--- src/rtl/stm_pkg.sv ---
package stm_pkg;
	localparam logic [7:0] ERR_BUS_RESET = 8'h27;
	localparam logic [7:0] ERR_NONE = 8'h00;
	localparam logic [7:0] ACK_VALUE = 8'h02;
	localparam int SEL_REC_WORDS = 8;
	localparam logic [2:0] REC_LAST = 3'h7;
	localparam int AVAIL_BIT = 0;
	localparam int TGT_EN_BIT = 1;
	localparam logic [3:0] HCMD_BOARD = 4'h1;
	localparam logic [3:0] HCMD_PASS = 4'h2;
	localparam logic [3:0] HCMD_TEN = 4'h3;
	localparam logic [3:0] HCMD_TDIS = 4'h4;
	localparam logic [3:0] HCMD_TRESP = 4'h5;
	localparam logic [7:0] MSG_IDE = 8'h05;
	localparam logic [7:0] MSG_MPE = 8'h09;
	localparam logic [7:0] MSG_SDTR = 8'h01;
	localparam logic [4:0] DEV_TYPE_RST = 5'h00;
	typedef enum logic [2:0] {
		STM_IDLE,
		STM_WRREC,
		STM_IRQ,
		STM_FETCH,
		STM_RESEL,
		STM_STAT
	} stm_state_t;
endpackage : stm_pkg

--- src/rtl/stm_wr_if.sv ---
`timescale 1ns/10ps
interface stm_wr_if;
	logic start;
	logic [31:0] base;
	logic [7:0] flags;
	logic [7:0] err;
	logic [31:0] info;
	logic busy;
	logic done;
	modport ctl (output start, output base, output flags, output err, output info,
		input busy, input done);
	modport eng (input start, input base, input flags, input err, input info,
		output busy, output done);
endinterface : stm_wr_if

--- src/rtl/stm_rec_writer.sv ---
`timescale 1ns/10ps
module stm_rec_writer (
	input wire logic clk_in,
	input wire logic rst_in,
	stm_wr_if.eng wr,
	output logic mem_we_out,
	output logic [31:0] mem_addr_out,
	output logic [31:0] mem_data_out
);
	logic [2:0] idx_ff;
	logic busy_ff;
	logic done_ff;
	logic [31:0] word;
	// flags word carries the semaphore; it goes last so the host never sees a half record
	assign word = (idx_ff == stm_pkg::REC_LAST) ? {16'h0000, wr.err, wr.flags} :
		(idx_ff == 3'h0) ? wr.info : 32'h0000_0000;
	assign wr.busy = busy_ff;
	assign wr.done = done_ff;
	always_ff @(posedge clk_in) begin
		if (rst_in) begin
			idx_ff <= 3'h0;
			busy_ff <= 1'b0;
			done_ff <= 1'b0;
			mem_we_out <= 1'b0;
			mem_addr_out <= 32'h0000_0000;
			mem_data_out <= 32'h0000_0000;
		end else begin
			done_ff <= busy_ff && idx_ff == stm_pkg::REC_LAST;
			mem_we_out <= busy_ff;
			mem_addr_out <= wr.base + {27'h0, idx_ff, 2'h0};
			mem_data_out <= word;
			if (wr.start && !busy_ff) begin
				busy_ff <= 1'b1;
				idx_ff <= 3'h0;
			end else if (busy_ff) begin
				idx_ff <= idx_ff + 3'h1;
				if (idx_ff == stm_pkg::REC_LAST) begin
					busy_ff <= 1'b0;
				end
			end
		end
	end
endmodule : stm_rec_writer

--- src/rtl/stm_target_ctrl.sv ---
`timescale 1ns/10ps
// Function
// - target, initiator, or both concurrently
// - board and pass-through commands in target mode
// - accept selection, start reselection when enabled
// - initiator duties continue while target enabled
// - answer as host-chosen device type
// - record address only from enable command
// - on selection write record, then interrupt
// - response command fetches block, answers initiator
// - completion returns status block with extras
// - forward messages except error/parity and SDTR ones
// - negotiate and handle parity locally
// - disconnect every selection until enabled
// - set selection-available flag in semaphore
// - bus reset: rewrite record, error 27H
module stm_target_ctrl (
	input wire logic CLK_IN,
	input wire logic RST_IN,
	input wire logic CMD_VALID_IN,
	input wire logic [3:0] CMD_CODE_IN,
	input wire logic [31:0] CMD_ADDR_IN,
	input wire logic [4:0] CMD_DEVTYPE_IN,
	input wire logic ATTN_WE_IN,
	input wire logic [7:0] ATTN_DATA_IN,
	input wire logic SEL_IN,
	input wire logic [7:0] SEL_INFO_IN,
	input wire logic RESEL_IN,
	input wire logic BUS_RST_IN,
	input wire logic MSG_VALID_IN,
	input wire logic [7:0] MSG_IN,
	input wire logic PARITY_ERR_IN,
	input wire logic RESP_DONE_IN,
	input wire logic [31:0] RESP_INFO_IN,
	output logic MEM_WE_OUT,
	output logic [31:0] MEM_ADDR_OUT,
	output logic [31:0] MEM_DATA_OUT,
	output logic IRQ_OUT,
	output logic SEL_ACCEPT_OUT,
	output logic SEL_DISCONNECT_OUT,
	output logic RESEL_START_OUT,
	output logic INIT_CMD_OUT,
	output logic INIT_RESEL_ACK_OUT,
	output logic [4:0] DEVTYPE_OUT,
	output logic MSG_FWD_OUT,
	output logic [7:0] MSG_FWD_DATA_OUT,
	output logic MSG_LOCAL_OUT,
	output logic FETCH_REQ_OUT,
	output logic [31:0] FETCH_ADDR_OUT,
	output logic STATUS_OUT,
	output logic [31:0] STATUS_INFO_OUT
);
	stm_pkg::stm_state_t state_ff, nxt_state;
	logic enabled_ff;
	logic [31:0] rec_base_ff;
	logic [31:0] resp_addr_ff;
	logic ack_pend_ff;
	logic [7:0] rec_flags_ff;
	logic [7:0] rec_err_ff;
	logic [31:0] rec_info_ff;
	logic start_ff;
	logic resp_pend_ff;
	logic [31:0] resp_info_ff;
	logic [1:0] wr_kind_ff;
	logic term_pend_ff;
	logic [7:0] term_err_ff;
	stm_wr_if wr ();
	assign wr.start = start_ff;
	assign wr.base = rec_base_ff;
	assign wr.flags = rec_flags_ff;
	assign wr.err = rec_err_ff;
	assign wr.info = rec_info_ff;
	stm_rec_writer u_wr (
		.clk_in(CLK_IN),
		.rst_in(RST_IN),
		.wr(wr),
		.mem_we_out(MEM_WE_OUT),
		.mem_addr_out(MEM_ADDR_OUT),
		.mem_data_out(MEM_DATA_OUT)
	);
	wire cmd_ten = CMD_VALID_IN && CMD_CODE_IN == stm_pkg::HCMD_TEN;
	wire cmd_tdis = CMD_VALID_IN && CMD_CODE_IN == stm_pkg::HCMD_TDIS;
	wire cmd_resp = CMD_VALID_IN && CMD_CODE_IN == stm_pkg::HCMD_TRESP;
	wire cmd_init = CMD_VALID_IN && (CMD_CODE_IN == stm_pkg::HCMD_BOARD ||
		CMD_CODE_IN == stm_pkg::HCMD_PASS);
	wire ack_hit = ATTN_WE_IN && ATTN_DATA_IN == stm_pkg::ACK_VALUE;
	wire sel_take = SEL_IN && enabled_ff && !BUS_RST_IN && state_ff == stm_pkg::STM_IDLE
		&& !ack_pend_ff;
	// a selection that cannot be recorded now is dropped off the bus; no queue kept
	wire sel_drop = SEL_IN && !sel_take;
	wire msg_local = MSG_VALID_IN && (MSG_IN == stm_pkg::MSG_IDE || MSG_IN == stm_pkg::MSG_MPE
		|| MSG_IN == stm_pkg::MSG_SDTR);
	wire end_target = enabled_ff && (BUS_RST_IN || cmd_tdis);
	// an end seen while busy is held here, so its record is still written once idle
	wire term_go = state_ff == stm_pkg::STM_IDLE && !sel_take
		&& (end_target || term_pend_ff);
	wire [7:0] term_err_now = BUS_RST_IN ? stm_pkg::ERR_BUS_RESET : stm_pkg::ERR_NONE;
	wire fetch_go = state_ff == stm_pkg::STM_IDLE && nxt_state == stm_pkg::STM_FETCH;
	always_comb begin
		nxt_state = state_ff;
		unique case (state_ff)
			stm_pkg::STM_IDLE: begin
				if (sel_take) begin
					nxt_state = stm_pkg::STM_WRREC;
				end else if (term_go) begin
					nxt_state = stm_pkg::STM_WRREC;
				end else if (resp_pend_ff && enabled_ff) begin
					nxt_state = stm_pkg::STM_FETCH;
				end
			end
			stm_pkg::STM_WRREC: begin
				if (wr.done) begin
					nxt_state = (wr_kind_ff == 2'h0) ? stm_pkg::STM_IRQ : stm_pkg::STM_IDLE;
				end
			end
			stm_pkg::STM_IRQ: nxt_state = stm_pkg::STM_IDLE;
			stm_pkg::STM_FETCH: nxt_state = stm_pkg::STM_RESEL;
			stm_pkg::STM_RESEL: begin
				if (RESP_DONE_IN || BUS_RST_IN) begin
					nxt_state = stm_pkg::STM_STAT;
				end
			end
			stm_pkg::STM_STAT: nxt_state = stm_pkg::STM_IDLE;
		endcase
	end
	always_ff @(posedge CLK_IN) begin
		if (RST_IN) begin
			state_ff <= stm_pkg::STM_IDLE;
			enabled_ff <= 1'b0;
			rec_base_ff <= 32'h0000_0000;
			resp_addr_ff <= 32'h0000_0000;
			ack_pend_ff <= 1'b0;
			rec_flags_ff <= 8'h00;
			rec_err_ff <= 8'h00;
			rec_info_ff <= 32'h0000_0000;
			start_ff <= 1'b0;
			resp_pend_ff <= 1'b0;
			resp_info_ff <= 32'h0000_0000;
			wr_kind_ff <= 2'h0;
			term_pend_ff <= 1'b0;
			term_err_ff <= 8'h00;
			DEVTYPE_OUT <= stm_pkg::DEV_TYPE_RST;
		end else begin
			state_ff <= nxt_state;
			start_ff <= 1'b0;
			if (cmd_ten) begin
				enabled_ff <= 1'b1;
				rec_base_ff <= CMD_ADDR_IN;
				DEVTYPE_OUT <= CMD_DEVTYPE_IN;
			end else if (end_target) begin
				enabled_ff <= 1'b0;
			end
			if (sel_take) begin
				start_ff <= 1'b1;
				wr_kind_ff <= 2'h0;
				rec_info_ff <= {24'h000000, SEL_INFO_IN};
				rec_err_ff <= stm_pkg::ERR_NONE;
				rec_flags_ff <= (8'h01 << stm_pkg::AVAIL_BIT)
					| (8'h01 << stm_pkg::TGT_EN_BIT);
			end else if (term_go) begin
				// termination record: enabled flag cleared, bus reset tagged
				start_ff <= 1'b1;
				wr_kind_ff <= 2'h1;
				rec_flags_ff <= 8'h00;
				rec_err_ff <= end_target ? term_err_now : term_err_ff;
			end
			// set wins; kept apart so a termination never swallows an ack
			if (sel_take) begin
				ack_pend_ff <= 1'b1;
			end else if (ack_hit) begin
				ack_pend_ff <= 1'b0;
			end
			if (end_target && !term_go) begin
				term_pend_ff <= 1'b1;
				term_err_ff <= term_err_now;
			end else if (term_go) begin
				term_pend_ff <= 1'b0;
			end
			// a response arriving as the previous one is taken stays queued
			if (cmd_resp) begin
				resp_pend_ff <= 1'b1;
				resp_addr_ff <= CMD_ADDR_IN;
			end else if (fetch_go) begin
				resp_pend_ff <= 1'b0;
			end
			if (state_ff == stm_pkg::STM_RESEL) begin
				if (RESP_DONE_IN) begin
					resp_info_ff <= RESP_INFO_IN;
				end else if (BUS_RST_IN) begin
					resp_info_ff <= 32'h0000_0000;
				end
			end
		end
	end
	always_ff @(posedge CLK_IN) begin
		if (RST_IN) begin
			IRQ_OUT <= 1'b0;
			SEL_ACCEPT_OUT <= 1'b0;
			SEL_DISCONNECT_OUT <= 1'b0;
			RESEL_START_OUT <= 1'b0;
			INIT_CMD_OUT <= 1'b0;
			INIT_RESEL_ACK_OUT <= 1'b0;
			MSG_FWD_OUT <= 1'b0;
			MSG_FWD_DATA_OUT <= 8'h00;
			MSG_LOCAL_OUT <= 1'b0;
			FETCH_REQ_OUT <= 1'b0;
			FETCH_ADDR_OUT <= 32'h0000_0000;
			STATUS_OUT <= 1'b0;
			STATUS_INFO_OUT <= 32'h0000_0000;
		end else begin
			IRQ_OUT <= state_ff == stm_pkg::STM_IRQ;
			SEL_ACCEPT_OUT <= sel_take;
			SEL_DISCONNECT_OUT <= sel_drop;
			RESEL_START_OUT <= state_ff == stm_pkg::STM_FETCH;
			INIT_CMD_OUT <= cmd_init;
			INIT_RESEL_ACK_OUT <= RESEL_IN;
			MSG_FWD_OUT <= MSG_VALID_IN && !msg_local;
			MSG_FWD_DATA_OUT <= MSG_IN;
			MSG_LOCAL_OUT <= msg_local || PARITY_ERR_IN;
			FETCH_REQ_OUT <= fetch_go;
			FETCH_ADDR_OUT <= resp_addr_ff;
			STATUS_OUT <= state_ff == stm_pkg::STM_STAT;
			STATUS_INFO_OUT <= resp_info_ff;
		end
	end
endmodule : stm_target_ctrl

--- config.mk ---
export PLATFORM = sky130hd
export DESIGN_NAME = stm_target_ctrl
export DESIGN_NICKNAME = d
export VERILOG_FILES = /design/src/rtl/stm_pkg.sv /design/src/rtl/stm_wr_if.sv /design/src/rtl/stm_rec_writer.sv /design/src/rtl/stm_target_ctrl.sv
export SDC_FILE = /design/constraint.sdc
export NUM_CORES = 1
export LEC_CHECK = 0
export ABC_AREA = 1
export BUFFER_PORTS_ARGS = -buffer_cell sky130_fd_sc_hd__buf_2
export CAP_MARGIN = 40
export CORE_ASPECT_RATIO = 0.8
export CORE_MARGIN = 1.5
export CORE_UTILIZATION = 40
export DETAILED_ROUTE_END_ITERATION = 16
export PLACE_DENSITY = 0.75
export SLEW_MARGIN = 30
export SYNTH_ARGS = -nofsm -noshare
export SYNTH_HDL_FRONTEND = slang
export SYNTH_SLANG_ARGS = --single-unit
--- constraint.sdc ---
create_clock -name CLK_IN -period 2 [get_ports CLK_IN]
set_input_delay 0.1 -clock CLK_IN [delete_from_list [all_inputs] [get_ports CLK_IN]]
set_output_delay 0.1 -clock CLK_IN [all_outputs]
set_load 0.01 [all_outputs]
==> results list, run 1 <==
- DRC: 0
- Largest area contributor in the netlist: sky130_fd_sc_hd__dfxtp_1
- The library cells used most frequently in the layout, excluding fill and tap cells, are sky130_fd_sc_hd__dfxtp_1 (248), sky130_fd_sc_hd__buf_2 (237), sky130_fd_sc_hd__inv_1 (184), sky130_fd_sc_hd__nand2_1 (126), sky130_fd_sc_hd__nor2_1 (119).
- CP Max Fanout: 4
- Highest achievable clock rate: 486 MHz
- Pin count of the biggest net entering global routing: 66
- Yosys mapped the design onto 34 distinct sky130hd cell types.
- Net total in the final layout: 1552
* Hold crit path type: in2reg
- Buf/Inv on CP: 2
- The checks that failed: setup timing.
- Finish-stage setup viols: 3
- Power spread over the standard cell area amounts to 838 nW/um2.
- Across all setup checks in the final design, the least slack found is -0.0560 ns.
* Area growth from synthesis to layout: 38.9%
- Row count: 48
- Synthesis inferred 250 register bits.
- The clock reaches the later pin of the worst-skew pair after 0.51 ns.
- Worst clock skew on the final layout: 0.00777 ns
* Total wirelength of the detailed-routed design: 24500 um
- Placement Cell Area: 10300 um2
* Number of buffers inserted by port buffering: 238
* Overall routing resource usage: 20.5%
* Combined flip-flop and latch cell area: 5010 um2
- TritonCTS built the clock tree.
* Initial core utilization: 40.8%
- Kind of cell with the highest combined delay on the critical path: simple AND/OR/NAND/NOR gates
- Clk Tree Root Cell: sky130_fd_sc_hd__clkbuf_16
- Measured along the y axis, the die boundary spans 136 um.
* Placeable Area: 21600 um2
* Number of antenna violations at the first check in global routing: 1
- The congestion estimate from routability-driven global placement came to 0.918.
- Library cell contributing the largest single delay on the critical path: sky130_fd_sc_hd__dfxtp_2
- Clock-pin slew was measured on the worst setup and hold paths at 0.06 ns.
- Mean instance size in the synthesized netlist: 8.12 um2
- RSZ-0062 raised after global routing: yes
* Clock net sink count: 250
- Worst EP required: 2.40 ns
- Post-detailed-placement half-perimeter wirelength: 16000 um
- Slowest stage delay, CP: 0.35 ns
- Dividing the detail-routed via count by the number of cells gives 4.70.
- Synthesis produced 1085 cells.
- Dividing the detail-routed wire length by the instance count gives 14.1 um.
* Overall die area: 22900 um2
* Hold Vio Cnt, Final: 0
- Number of buffers on the longest clock path: 3
* Number of iterations in the first detailed-routing pass: 5
- Clock period minus worst slack: 2.06 ns
* Critical path start-end classification: reg2reg
* Number of levels the H-tree was split into: 1
* Most area-consuming cells after synthesis: sky130_fd_sc_hd__dfxtp_1 (57%), sky130_fd_sc_hd__inv_1 (8.1%), sky130_fd_sc_hd__o21ai_0 (6.9%), sky130_fd_sc_hd__a21oi_1 (5.9%), sky130_fd_sc_hd__nand2_1 (5.5%)
- The worst setup path is launched from a flip-flop.
- Across the VDD grid, the largest voltage drop is 655 uV.
* Cell area after layout: 12200 um2
- In this run the biggest area consumer among cell types represents 56.8% of the synthesized area.
- Count of fill cells added during filler insertion: 1912
* Cts bufs inserted: 25
- Worst-margin pin slew: 0.602 ns
* Number of global-route vias before repair: 7672
- List of cells traversed by the critical path: ha_4 > inv_2 > fa_2 > inv_2 > nand2_4 > a21oi_4 > nand2_2 > nor2_4 > nand2_4 > nor2_4 > nand2_2 > o21ai_2 > a21oi_2
- Final number of max-transition violations: 0
- The first global-routing pass estimated 37800 um of wire.
- After synthesis, flip-flops and latches occupy 56.8% of the total area.
- Fraction of layout cells with a size suffix above 1: 24.5%
- Post-Place Worst Slack: -0.0652 ns
- For this run the aggregate overflow at the end of global routing stands at 0.
- Die X-Extent: 169 um
- The mapped netlist covers 8810 um2.
- The flow ran to the end, but the final reports show violations.
* Nature of the critical path endpoint: flip-flop
- Number of violations reported at the end of detailed-routing iteration 0: 499
- Crit share post-route: 103%
- Share of flip-flops with an asynchronous set or reset: 0%
- The most used flip-flop cell after synthesis is sky130_fd_sc_hd__dfxtp_1.
- Number of enable-type register cells in the synthesized netlist: 0
* Leakage power: 5.50 nW
- Most frequent standard cell in the layout excluding fill and tap cells: sky130_fd_sc_hd__dfxtp_1
- The multi-input combinational cells in the finished layout cover a total of 2910 um2.
- 259 I/O pins were placed.
- During synthesis, Yosys emitted a total of 0 warnings.
- Via total after detailed routing: 8133
- Across the run, the number of max-cap violations was 0.
- Worst max-slew margin expressed relative to the limit: 59.9%
* Number of nets still failing antenna checks after routing: 0
- Data arrival time of the worst path: 2.46 ns
==> synthesized netlist by cell type (3+ instances only) <==
master and number:
sky130_fd_sc_hd__o211ai_1 3, sky130_fd_sc_hd__nand2_2 3, sky130_fd_sc_hd__nor2_2 5, sky130_fd_sc_hd__inv_1 189, sky130_fd_sc_hd__xor2_1 3, sky130_fd_sc_hd__nand2_1 130
sky130_fd_sc_hd__nor4_1 8, sky130_fd_sc_hd__buf_4 23, sky130_fd_sc_hd__nor2_1 122, sky130_fd_sc_hd__ha_1 6, sky130_fd_sc_hd__nor3_1 16, sky130_fd_sc_hd__buf_2 6
sky130_fd_sc_hd__nand3_1 25, sky130_fd_sc_hd__dfxtp_1 250, sky130_fd_sc_hd__clkbuf_1 37, sky130_fd_sc_hd__o21ai_1 3, sky130_fd_sc_hd__nand4_1 11, sky130_fd_sc_hd__a21oi_1 104
sky130_fd_sc_hd__o21ai_0 121
==> flip-flops by register name (all words and copies together) (netlist names), 9 cells and up <==
signal and count:
FETCH_ADDR_OUT 32, STATUS_INFO_OUT 32, rec_base_ff 32, resp_addr_ff 32, resp_info_ff 32, u_wr.mem_addr_out 32, u_wr.mem_data_out 9
==> where the power goes <==
part / internal [W] / switching (W)
Sequential: 0.00505 / 0.0000373
Combinational: 0.000312 / 0.000346
Clock: 0.00260 / 0.00191
Total: 0.00797 / 0.00229
==> routing by layer <==
metal | GRT usage, % | routed length, um | vias up
li1 | - | - | 4070
met1 | 27.5 | 11100 | 3707
met2 | 32.9 | 10900 | 292
met3 | 3.68 | 1540 | 64
met4 | 8.04 | 879 | 0
met5 | 0 | 0 | -
==> cell families (layout without fill, tap and decap cells) <==
group / after synthesis / in the layout / share of synthesized area, %
adders and majority gates: 7 / 7 / 1.08
buffers and inverters: 256 / 607 / 12.0
other: 1 / 21 / 0.0426
DFF: 250 / 250 / 56.8
xor gates and xnor gates: 3 / 3 / 0.298
and+or+nand+nor: 331 / 331 / 16.0
AOI/OAI and AO/OA: 237 / 237 / 13.8
==> worst paths after layout <==
| kind | start | end | slack [ns] | cells after the start |
|---|---|---|---|---|
| max | u_wr.idx_ff[0] | u_wr.mem_addr_out[20] | -0.06 | 13 |
| min | CMD_CODE_IN[3] | enabled_ff | 0.08 | 5 |
| max reg2reg | u_wr.idx_ff[0] | u_wr.mem_addr_out[20] | -0.06 | 13 |
| min reg2reg | resp_info_ff[16] | STATUS_INFO_OUT[16] | 0.41 | 2 |
==> layout make-up <==
type	count	share of cell area, %
sequential	250	40.9
inverter	190	5.83
tap	275	2.81
timing repair buffer	373	20.2
clock buffer	34	5.80
clock inverter	10	0.634
multi-input combinational	598	23.8
antenna	1	0.0204
==> metrics by stage <==
stage / setup TNS (ns) / power [W] / cells / utilization, % / hold slack [ns]
after detailed placement: -0.148 / 0.00569 / 1579 / 47.7 / 0.313
after CTS: 0 / 0.0103 / 1726 / 56.2 / 0.0462
after global routing: -0.715 / 0.0106 / 1731 / 56.6 / 0.0967
final: -0.0836 / 0.0103 / 1731 / 56.6 / 0.0774
after floorplan: 0 / 0.00549 / 1104 / - / 0.203
after global placement: 0 / 0.00569 / 1579 / 47.7 / 0.303
==> what timing repair did <==
item	in CTS	in global routing
pin swaps	8	12
endpoints found under the hold margin	135	0
hold buffers	99	0
buffers inserted	4	5
gates resized for setup	6	18
endpoints found under the setup margin	5	12
==> worst min-delay path, cell delays in order <==
cell                      delay, ns
sky130_fd_sc_hd__buf_2         0.09
sky130_fd_sc_hd__nor2_1        0.05
sky130_fd_sc_hd__nand2_1       0.11
sky130_fd_sc_hd__nand3_1       0.08
sky130_fd_sc_hd__a21oi_1       0.12
Note: power is estimated with default switching activity, not from simulation.
==> run 2, diff against run 1 <==
--- a/config.mk
+++ b/config.mk
@@ -12,8 +12,9 @@
 export CORE_MARGIN = 1.5
 export CORE_UTILIZATION = 40
 export DETAILED_ROUTE_END_ITERATION = 16
-export PLACE_DENSITY = 0.75
+export PLACE_DENSITY = 0.74
 export SLEW_MARGIN = 30
 export SYNTH_ARGS = -nofsm -noshare
 export SYNTH_HDL_FRONTEND = slang
+export SYNTH_HIERARCHICAL = 1
 export SYNTH_SLANG_ARGS = --single-unit
==> run 2 against run 1 <==
Effect of this change:
- maximum frequency grew 11%
- hold slack gained 0.029 ns
- the flow now finishes without violations
- synthesized cell count grew 10%
- final cell count grew 11%
- critical endpoint is now INIT_CMD_OUT
- count of clock-buffer cells in the layout grew 5
- clock power grew 25%
- combinational power grew 33%
- register-to-register slack gained 0.23 ns
- sequential power grew 11%
==> results list, run 2 <==
* Outcome: finished clean
- The worst register-to-register path begins at u_wr/idx_ff[0].
* Finish-stage setup viols: 0
- Across every metal layer, demand over resource in global routing totals 20.7%.
- By instance count, the cell type seen most on the critical path is sky130_fd_sc_hd__dlygate4sd3_1.
- TritonCTS built the clock tree.
* Library cell contributing the largest single delay on the critical path: sky130_fd_sc_hd__dlygate4sd3_1
- Worst setup path end: INIT_CMD_OUT
- Power share of the clock group: 46.4%
* Die H: 141 um
* Clk Latency, worst-skew pair: 0.53 ns
* Post-synth top flop: sky130_fd_sc_hd__dfxtp_1
- Max-cap violations in this run came to 0.
- The share of total power dissipated in sequential elements is 46.4%.
- FF-to-FF End: u_wr/mem_addr_out[24]
* Post-synth cell types: 32
* Worst Hold Launch: RESP_DONE_IN
- The count of nets left with antenna violations once routing finished came out at 0.
- Adding up every negative setup slack in the final design gives 0 ns.
- Die X-Extent: 176 um
* Leakage power: 5.96 nW
* Met2 Use GR: 32.8%
- The final max-slew violation count was 0.
* Area fraction of the dominant cell type after synthesis: 57.0%
- GR Util met1: 28.0%
* Slowest stage delay, CP: 0.58 ns
- Each instance of the synthesized netlist takes up on average 8.03 um2.
* Clock period minus worst slack: 1.84 ns
- Number of iterations in the first detailed-routing pass: 5
- Global routing used 4.18% of the available met3 tracks.
- For this run the aggregate overflow at the end of global routing stands at 0.
- Hold Vio Cnt, Final: 0
- Leaving out fill and tap cells, the most frequent cell in the layout is sky130_fd_sc_hd__dfxtp_1.
- Data arrival time of the worst path: 2.29 ns
* Element type at the critical path start: primary input
- The synthesized design contains 273 register bits.
- Count of cell instances traversed by the critical path: 7
* Cell-internal power: 0.00948 W
- The Yosys step of the flow raised 6 warnings.
- Share of flip-flops with an asynchronous set or reset: 0%
- Highest achievable clock rate: 542 MHz
- Hold crit path type: in2reg
- Number of buffers on the longest clock path: 3
- Initial core utilization: 40.9%
- The worst setup path is captured at a flip-flop.
- Buf/Inv on CP: 4
* Power, Total: 0.0121 W
- Number of violations reported at the end of detailed-routing iteration 0: 786
- Kind of cell with the highest combined delay on the critical path: buffers and inverters
- Global-route wire length before repair: 41700 um
* Worst-margin pin slew: 0.515 ns
- In the routed design, unresolved DRC markers number 0.
- Among all cell types in the netlist, the one instantiated most often is sky130_fd_sc_hd__dfxtp_1.
- Data on the critical path is required at its endpoint by 2.44 ns.
- Summing the sequential cell areas from Yosys gives 57.0% of the chip area.
- The critical path starts at CMD_CODE_IN[3].
* Register-to-register path setup slack: 0.17 ns
* Final weighted congestion in routability-driven placement: 0.878
* Pin count of the biggest net entering global routing: 72
- Once detailed placement completed, the half-perimeter wirelength came to 17300 um.
- Grt peak-use layer: met2
* Overall die area: 24900 um2
- Cell Area, Synth: 9590 um2
- The clock arrives with 0.0206 ns of skew.
* Most used cells in the layout excluding fill and tap cells: sky130_fd_sc_hd__dfxtp_1 (272), sky130_fd_sc_hd__buf_2 (257), sky130_fd_sc_hd__inv_1 (218), sky130_fd_sc_hd__nor2_1 (175), sky130_fd_sc_hd__nand2_1 (143)
* Most area-consuming cells after synthesis: sky130_fd_sc_hd__dfxtp_1 (57%), sky130_fd_sc_hd__inv_1 (8.6%), sky130_fd_sc_hd__nor2_1 (6.9%), sky130_fd_sc_hd__o21ai_0 (6.7%), sky130_fd_sc_hd__nand2_1 (5.6%)
- In the synthesized netlist, the cells that appear most often are sky130_fd_sc_hd__dfxtp_1 (273), sky130_fd_sc_hd__inv_1 (219), sky130_fd_sc_hd__nor2_1 (175), sky130_fd_sc_hd__nand2_1 (144), sky130_fd_sc_hd__o21ai_0 (129).
- Area growth from synthesis to layout: 39.6%
- Fraction of layout cells with a size suffix above 1: 22.2%
- List of cells traversed by the critical path: dlygate4sd3_1 > buf_2 > nor2_1 > dlygate4sd3_1 > nand2_1 > dlygate4sd3_1 > nor3_1
- Cts bufs inserted: 28
- Clock net sink count: 273
* Power density over the cells: 908 nW/um2
- In the final design database the tool counted 1695 nets.
- Net switching is 22.0% of the power.
- In the final routed layout, each cell accounts on average for 13.8 um.
* Number of global-route vias before repair: 8332
* Clk Tree Root Cell: sky130_fd_sc_hd__clkbuf_16
- Post-CTS Setup Inserts: 0
* Crit share post-route: 92.2%
- Setup repair after global routing left no endpoint under its margin.
- Number of top-level pins: 259
- Clock edge transition at the registers on the reported setup and hold paths: 0.06 ns
- In this run the tool buffered the top-level ports with 258 buffer cells.
- The worst register-to-register path has a depth of 11.
- The initial antenna violation count was 1.
- In this run the number of H-tree levels came out at 1.
* Maximum resistive drop on vdd: 626 uV
* Number of enable-type register cells in the synthesized netlist: 0
- Gate Count Post-Synth: 1194
* Combinational power share: 7.2%
- Worst max-slew margin expressed relative to the limit: 65.5%
- CP Max Fanout: 2
- Wires add up to 26500 um.
* Via total after detailed routing: 8839
* Row count: 50
- Placeable Area: 23500 um2
* Power dissipated by switching net loads: 0.00267 W
- The worst setup path is of the in2reg kind.
- Of all cell types, the one taking the most synthesized area is sky130_fd_sc_hd__dfxtp_1.
- Average vias per placed instance: 4.62
-- run 2: cell count changes after synthesis, sizes merged, moves of 8 or more --
cell and delta:
a21oi -13, a22o +8, buf -10, dfxtp +23, inv +33, nand2 +23, nand3 +11, nor2 +60
nor3 -13
-- run 2: metal layers --
metal  share of wire [%]  routed length [um]
met5                   0                   0
met4                 3.0                 790
met1                  45               11900
met3                 7.0                1860
met2                  45               12000
-- run 2: worst min path at each step --
stage,slack [ns],cells past startpoint,end
floorplan,0.17,1,u_wr/mem_addr_out[25]
global placement,0.30,3,INIT_RESEL_ACK_OUT
detailed placement,0.31,2,rec_info_ff[1]
CTS,0.08,7,state_ff[0]
global route,0.19,7,state_ff[0]
finish,0.11,7,state_ff[0]
-- run 2: tightest hold or removal path, delay by kind of cell --
kind	cells	cell delay (ns)
simple gates	3	0.20
buf+inv	2	0.14
compound gates	2	0.13
-- run 2: area by class of cell --
cell class	instances	area [um2]
Clock inverter	12	194
Inverter	223	837
Fill cell	2069	10100
Clock buffer	39	823
Sequential cell	273	5470
Antenna cell	1	2.50
Tap cell	312	390
Timing Repair Buffer	373	2460
Multi-Input combinational cell	682	3210
-- run 2: what timing repair did --
action / CTS / global route
endpoints found under the hold margin: 132 / 0
hold buffers: 101 / 0
resized for setup: 0 / 2
setup endpoints to repair: 0 / 4
-- run 2: metrics by stage --
stage / cell area [um2] / util (%) / std cells / hold WS [ns] / setup WS, ns
floorplan: 9710 / - / 1227 / 0.169 / 0.233
global placement: 11300 / 48.4 / 1762 / 0.305 / 0.165
detailed placement: 11300 / 48.4 / 1762 / 0.311 / 0.0928
CTS: 13400 / 57.0 / 1914 / 0.0783 / 0.0919
global route: 13400 / 57.1 / 1915 / 0.194 / 0.00629
finish: 13400 / 57.1 / 1915 / 0.106 / 0.156
-- run 2: power by group through the flow --
stage	sequential [W]	combinational [W]	clock, W
2_1_floorplan	0.00578	0.000374	0
3_3_place_gp	0.00575	0.000688	0
3_5_place_dp	0.00575	0.000695	0
4_1_cts	0.00563	0.000854	0.00575
5_1_grt	0.00564	0.000971	0.00599
6_report	0.00563	0.000878	0.00564
-- run 2: logic make-up after synthesis --
logic type      after synthesis  share of synthesized area (%)
other cells                   1                         0.0391
compound gates              236                           12.8
xor+xnor                      1                         0.0914
flops                       273                           57.0
buf+inv                     272                           10.8
fa+ha+maj                     7                          0.992
simple gates                404                           18.2
==> run 3, diff against run 2 <==
--- a/config.mk
+++ b/config.mk
@@ -9,7 +9,6 @@
 export BUFFER_PORTS_ARGS = -buffer_cell sky130_fd_sc_hd__buf_2
 export CAP_MARGIN = 40
 export CORE_ASPECT_RATIO = 0.8
-export CORE_MARGIN = 1.5
 export CORE_UTILIZATION = 40
 export DETAILED_ROUTE_END_ITERATION = 16
 export PLACE_DENSITY = 0.74
==> constraint.sdc (replaced) <==
create_clock -name CLK_IN -period 2 [get_ports CLK_IN]
set_input_delay 0 -clock CLK_IN [delete_from_list [all_inputs] [get_ports CLK_IN]]
set_output_delay 0 -clock CLK_IN [all_outputs]
set_load 0.01 [all_outputs]
==> run 3 against run 2 <==
Effect of this change:
- setup slack got worse by 0.069 ns
- largest power group is now sequential cells
- sequential share of layout area rose by 0.49 points
- combinational power fell by 0.5%
- highest routed layer unchanged
==> results list, run 3 (synthesized netlist as in run 2, its figures left out) <==
- The worst register-to-register path has a setup slack of 0.16 ns.
- Maximum resistive drop on vdd: 537 uV
- At the worst endpoint, the arrival time is 2.29 ns.
* Hold crit path type: in2reg
- Post-detailed-placement half-perimeter wirelength: 17400 um
* Placeable Area: 23500 um2
- The final max-slew violation count was 0.
- Initial core utilization: 40.9%
- The initial antenna violation count is 4.
* Pin count of the biggest net entering global routing: 76
- Dividing the final minimum period by the clock period gives 95.7%.
- Number of top-level pins: 259
- In the final layout, the share of cells above drive strength 1 is 22.0%.
* Number of iterations in the first detailed-routing pass: 6
* Setup total negative slack: 0 ns
- Cell-internal power: 0.00877 W
- Once detail routing completed, the nets flagged for antenna violations numbered 0.
* Final weighted congestion in routability-driven placement: 0.883
- The sequential cells in the finished layout cover a total of 5470 um2.
- Number of buffers inserted by port buffering: 258
* Via total after detailed routing: 8812
- Net switching fraction of the power: 23.0%
* Outcome: finished clean
* Area growth from synthesis to layout: 38.0%
* Number of global-route vias before repair: 8269
- The startpoint identified for the worst hold timing path is SEL_INFO_IN[6].
* Clock period minus worst slack: 1.91 ns
* Hold Vio Cnt, Final: 0
* Worst clock skew on the final layout: 0.0171 ns
- In this run the number of H-tree levels came out at 1.
* Number of buffers on the longest clock path: 3
* Power dissipated by switching net loads: 0.00261 W
- For the pin with the worst max-slew slack, the measured transition is 0.575 ns.
* Cts bufs inserted: 27
- Clk Tree Root Cell: sky130_fd_sc_hd__clkbuf_16
- In this run, the clock network consumes 42.8% of the power.
- WHS Endpoint: rec_info_ff[6]
- Finish-stage setup viols: 0
* Critical path start-end classification: in2reg
- Row count: 50
- The die covers 24600 um2.
- Count of fill cells added during filler insertion: 2082
- Overall routing resource usage: 21.4%
* RSZ-0062 raised after global routing: no
* Overflow after GRT: 0
- TritonCTS built the clock tree.
* Global-route wire length before repair: 42300 um
- CP Max Fanout: 1
- Wirelength per Cell: 14.0 um
- Leakage power: 5.87 nW
- For this run, the post-layout net count is 1697.
- With fillers left out, the area of the finished cells amounts to 13200 um2.
* R2R depth: 11
- Measured along the x axis, the die boundary spans 175 um.
- Data on the critical path is required at its endpoint by 2.38 ns.
- Total wirelength of the detailed-routed design: 26800 um
- Element type at the critical path start: primary input
* FF-to-FF End: u_wr/mem_addr_out[20]
- In the routed design, unresolved DRC markers number 0.
- After the first detailed-routing iteration, the DRC count stood at 701.
* Reg-to-reg startpoint: u_wr/idx_ff[0]
- After clock tree synthesis, the clock-pin slew on the worst setup and hold paths is 0.07 ns.
- From bottom edge to top edge, the die measures 140 um.
- Per report_power, the sequential group accounts for 49.5% of the total.
* Area of combinational cells with multiple inputs: 3220 um2
- Once placement finished, the instance area stood at 11300 um2.
* Clk Latency, worst-skew pair: 0.53 ns
- Most frequent standard cell in the layout excluding fill and tap cells: sky130_fd_sc_hd__dfxtp_1
* Most used cells in the layout excluding fill and tap cells: sky130_fd_sc_hd__dfxtp_1 (272), sky130_fd_sc_hd__buf_2 (257), sky130_fd_sc_hd__inv_1 (217), sky130_fd_sc_hd__nor2_1 (175), sky130_fd_sc_hd__nand2_1 (142)
- Headroom to the max-slew limit came out at 61.6%.
* Clock net sink count: 273
- Power spread over the standard cell area amounts to 860 nW/um2.
- Using the TritonRoute via totals, the vias-per-cell ratio works out to 4.60.
- The worst hold path was traced through 3 stages.
- Combinational power share: 7.7%
- The tool flagged a number of max-cap violations equal to 0.
- The worst setup path is captured at a flip-flop.
* Highest achievable clock rate: 523 MHz
[run 3: cell count changes in the layout (fill, tap and decap cells not counted), moves of 2 or more]
| cell | change |
|---|---|
| sky130_fd_sc_hd__bufinv_16 | -3 |
| sky130_fd_sc_hd__buf_12 | -2 |
| sky130_fd_sc_hd__clkinvlp_4 | +3 |
| sky130_fd_sc_hd__clkbuf_1 | +3 |
| sky130_fd_sc_hd__clkbuf_8 | -4 |
| sky130_fd_sc_hd__clkbuf_16 | -2 |
| sky130_fd_sc_hd__dlygate4sd3_1 | +3 |
| sky130_fd_sc_hd__diode_2 | +3 |
[run 3: critical path, stage by stage]
cell and delay [ns]:
sky130_fd_sc_hd__dlygate4sd3_1 0.53, sky130_fd_sc_hd__buf_2 0.11, sky130_fd_sc_hd__nor4_1 0.19, sky130_fd_sc_hd__dlygate4sd3_1 0.61
sky130_fd_sc_hd__nand3_1 0.08, sky130_fd_sc_hd__dlygate4sd3_1 0.58, sky130_fd_sc_hd__a21oi_1 0.15, sky130_fd_sc_hd__nor2_1 0.05
[run 3: cell type report]
class / count / share of cell area (%)
antenna: 4 / 0.0756
clock buffer: 36 / 5.51
clock inverter: 10 / 0.832
inverter: 223 / 6.33
multi-input combinational: 682 / 24.3
sequential: 273 / 41.3
tap: 312 / 2.95
timing repair buffer: 376 / 18.7
[run 3: worst max path at each step]
| stage | startpoint | to | slack, ns |
|---|---|---|---|
| CTS | u_wr/idx_ff[0] | u_wr/mem_addr_out[20] | 0.06 |
| global placement | u_wr/idx_ff[0] | u_wr/mem_addr_out[20] | 0.14 |
| finish | ATTN_DATA_IN[6] | ack_pend_ff | 0.09 |
| floorplan | u_wr/idx_ff[0] | u_wr/mem_addr_out[20] | 0.23 |
| global route | u_wr/idx_ff[0] | u_wr/mem_addr_out[20] | 0.01 |
| detailed placement | u_wr/idx_ff[0] | u_wr/mem_addr_out[20] | 0.09 |
[run 3: per-stage QoR]
step | util [%] | power (W) | std cells | hold slack [ns] | setup slack (ns)
after floorplan | - | 0.00615 | 1227 | 0.0691 | 0.233
after global placement | 48.2 | 0.00643 | 1760 | 0.204 | 0.137
after detailed placement | 48.2 | 0.00644 | 1760 | 0.213 | 0.0919
after CTS | 56.2 | 0.0115 | 1910 | 0.200 | 0.0569
after global routing | 56.4 | 0.0118 | 1916 | 0.212 | 0.0143
final | 56.4 | 0.0114 | 1916 | 0.228 | 0.0868
[run 3: per-layer routing]
layer | vias to the layer above | share of wire, % | GRT usage (%)
li1 | 4447 | - | -
met1 | 3950 | 46 | 29.6
met2 | 351 | 44 | 32.8
met3 | 64 | 7.3 | 4.64
met4 | 0 | 3.2 | 7.37
met5 | - | 0 | 0
[run 3: power groups by stage]
| stage | Sequential, W | Clock (W) | Combinational [W] |
|---|---|---|---|
| detailed placement | 0.00575 | 0 | 0.000688 |
| CTS | 0.00563 | 0.00498 | 0.000850 |
| global placement | 0.00575 | 0 | 0.000678 |
| finish | 0.00564 | 0.00487 | 0.000874 |
| floorplan | 0.00578 | 0 | 0.000374 |
| global route | 0.00564 | 0.00523 | 0.000969 |
[run 3: what timing repair did]
| item | in CTS | in global routing |
|---|---|---|
| resized for setup | 0 | 8 |
| hold endpoints to repair | 136 | 0 |
| setup buffers | 0 | 2 |
| hold buffers | 104 | 0 |
| endpoints found under the setup margin | 0 | 10 |
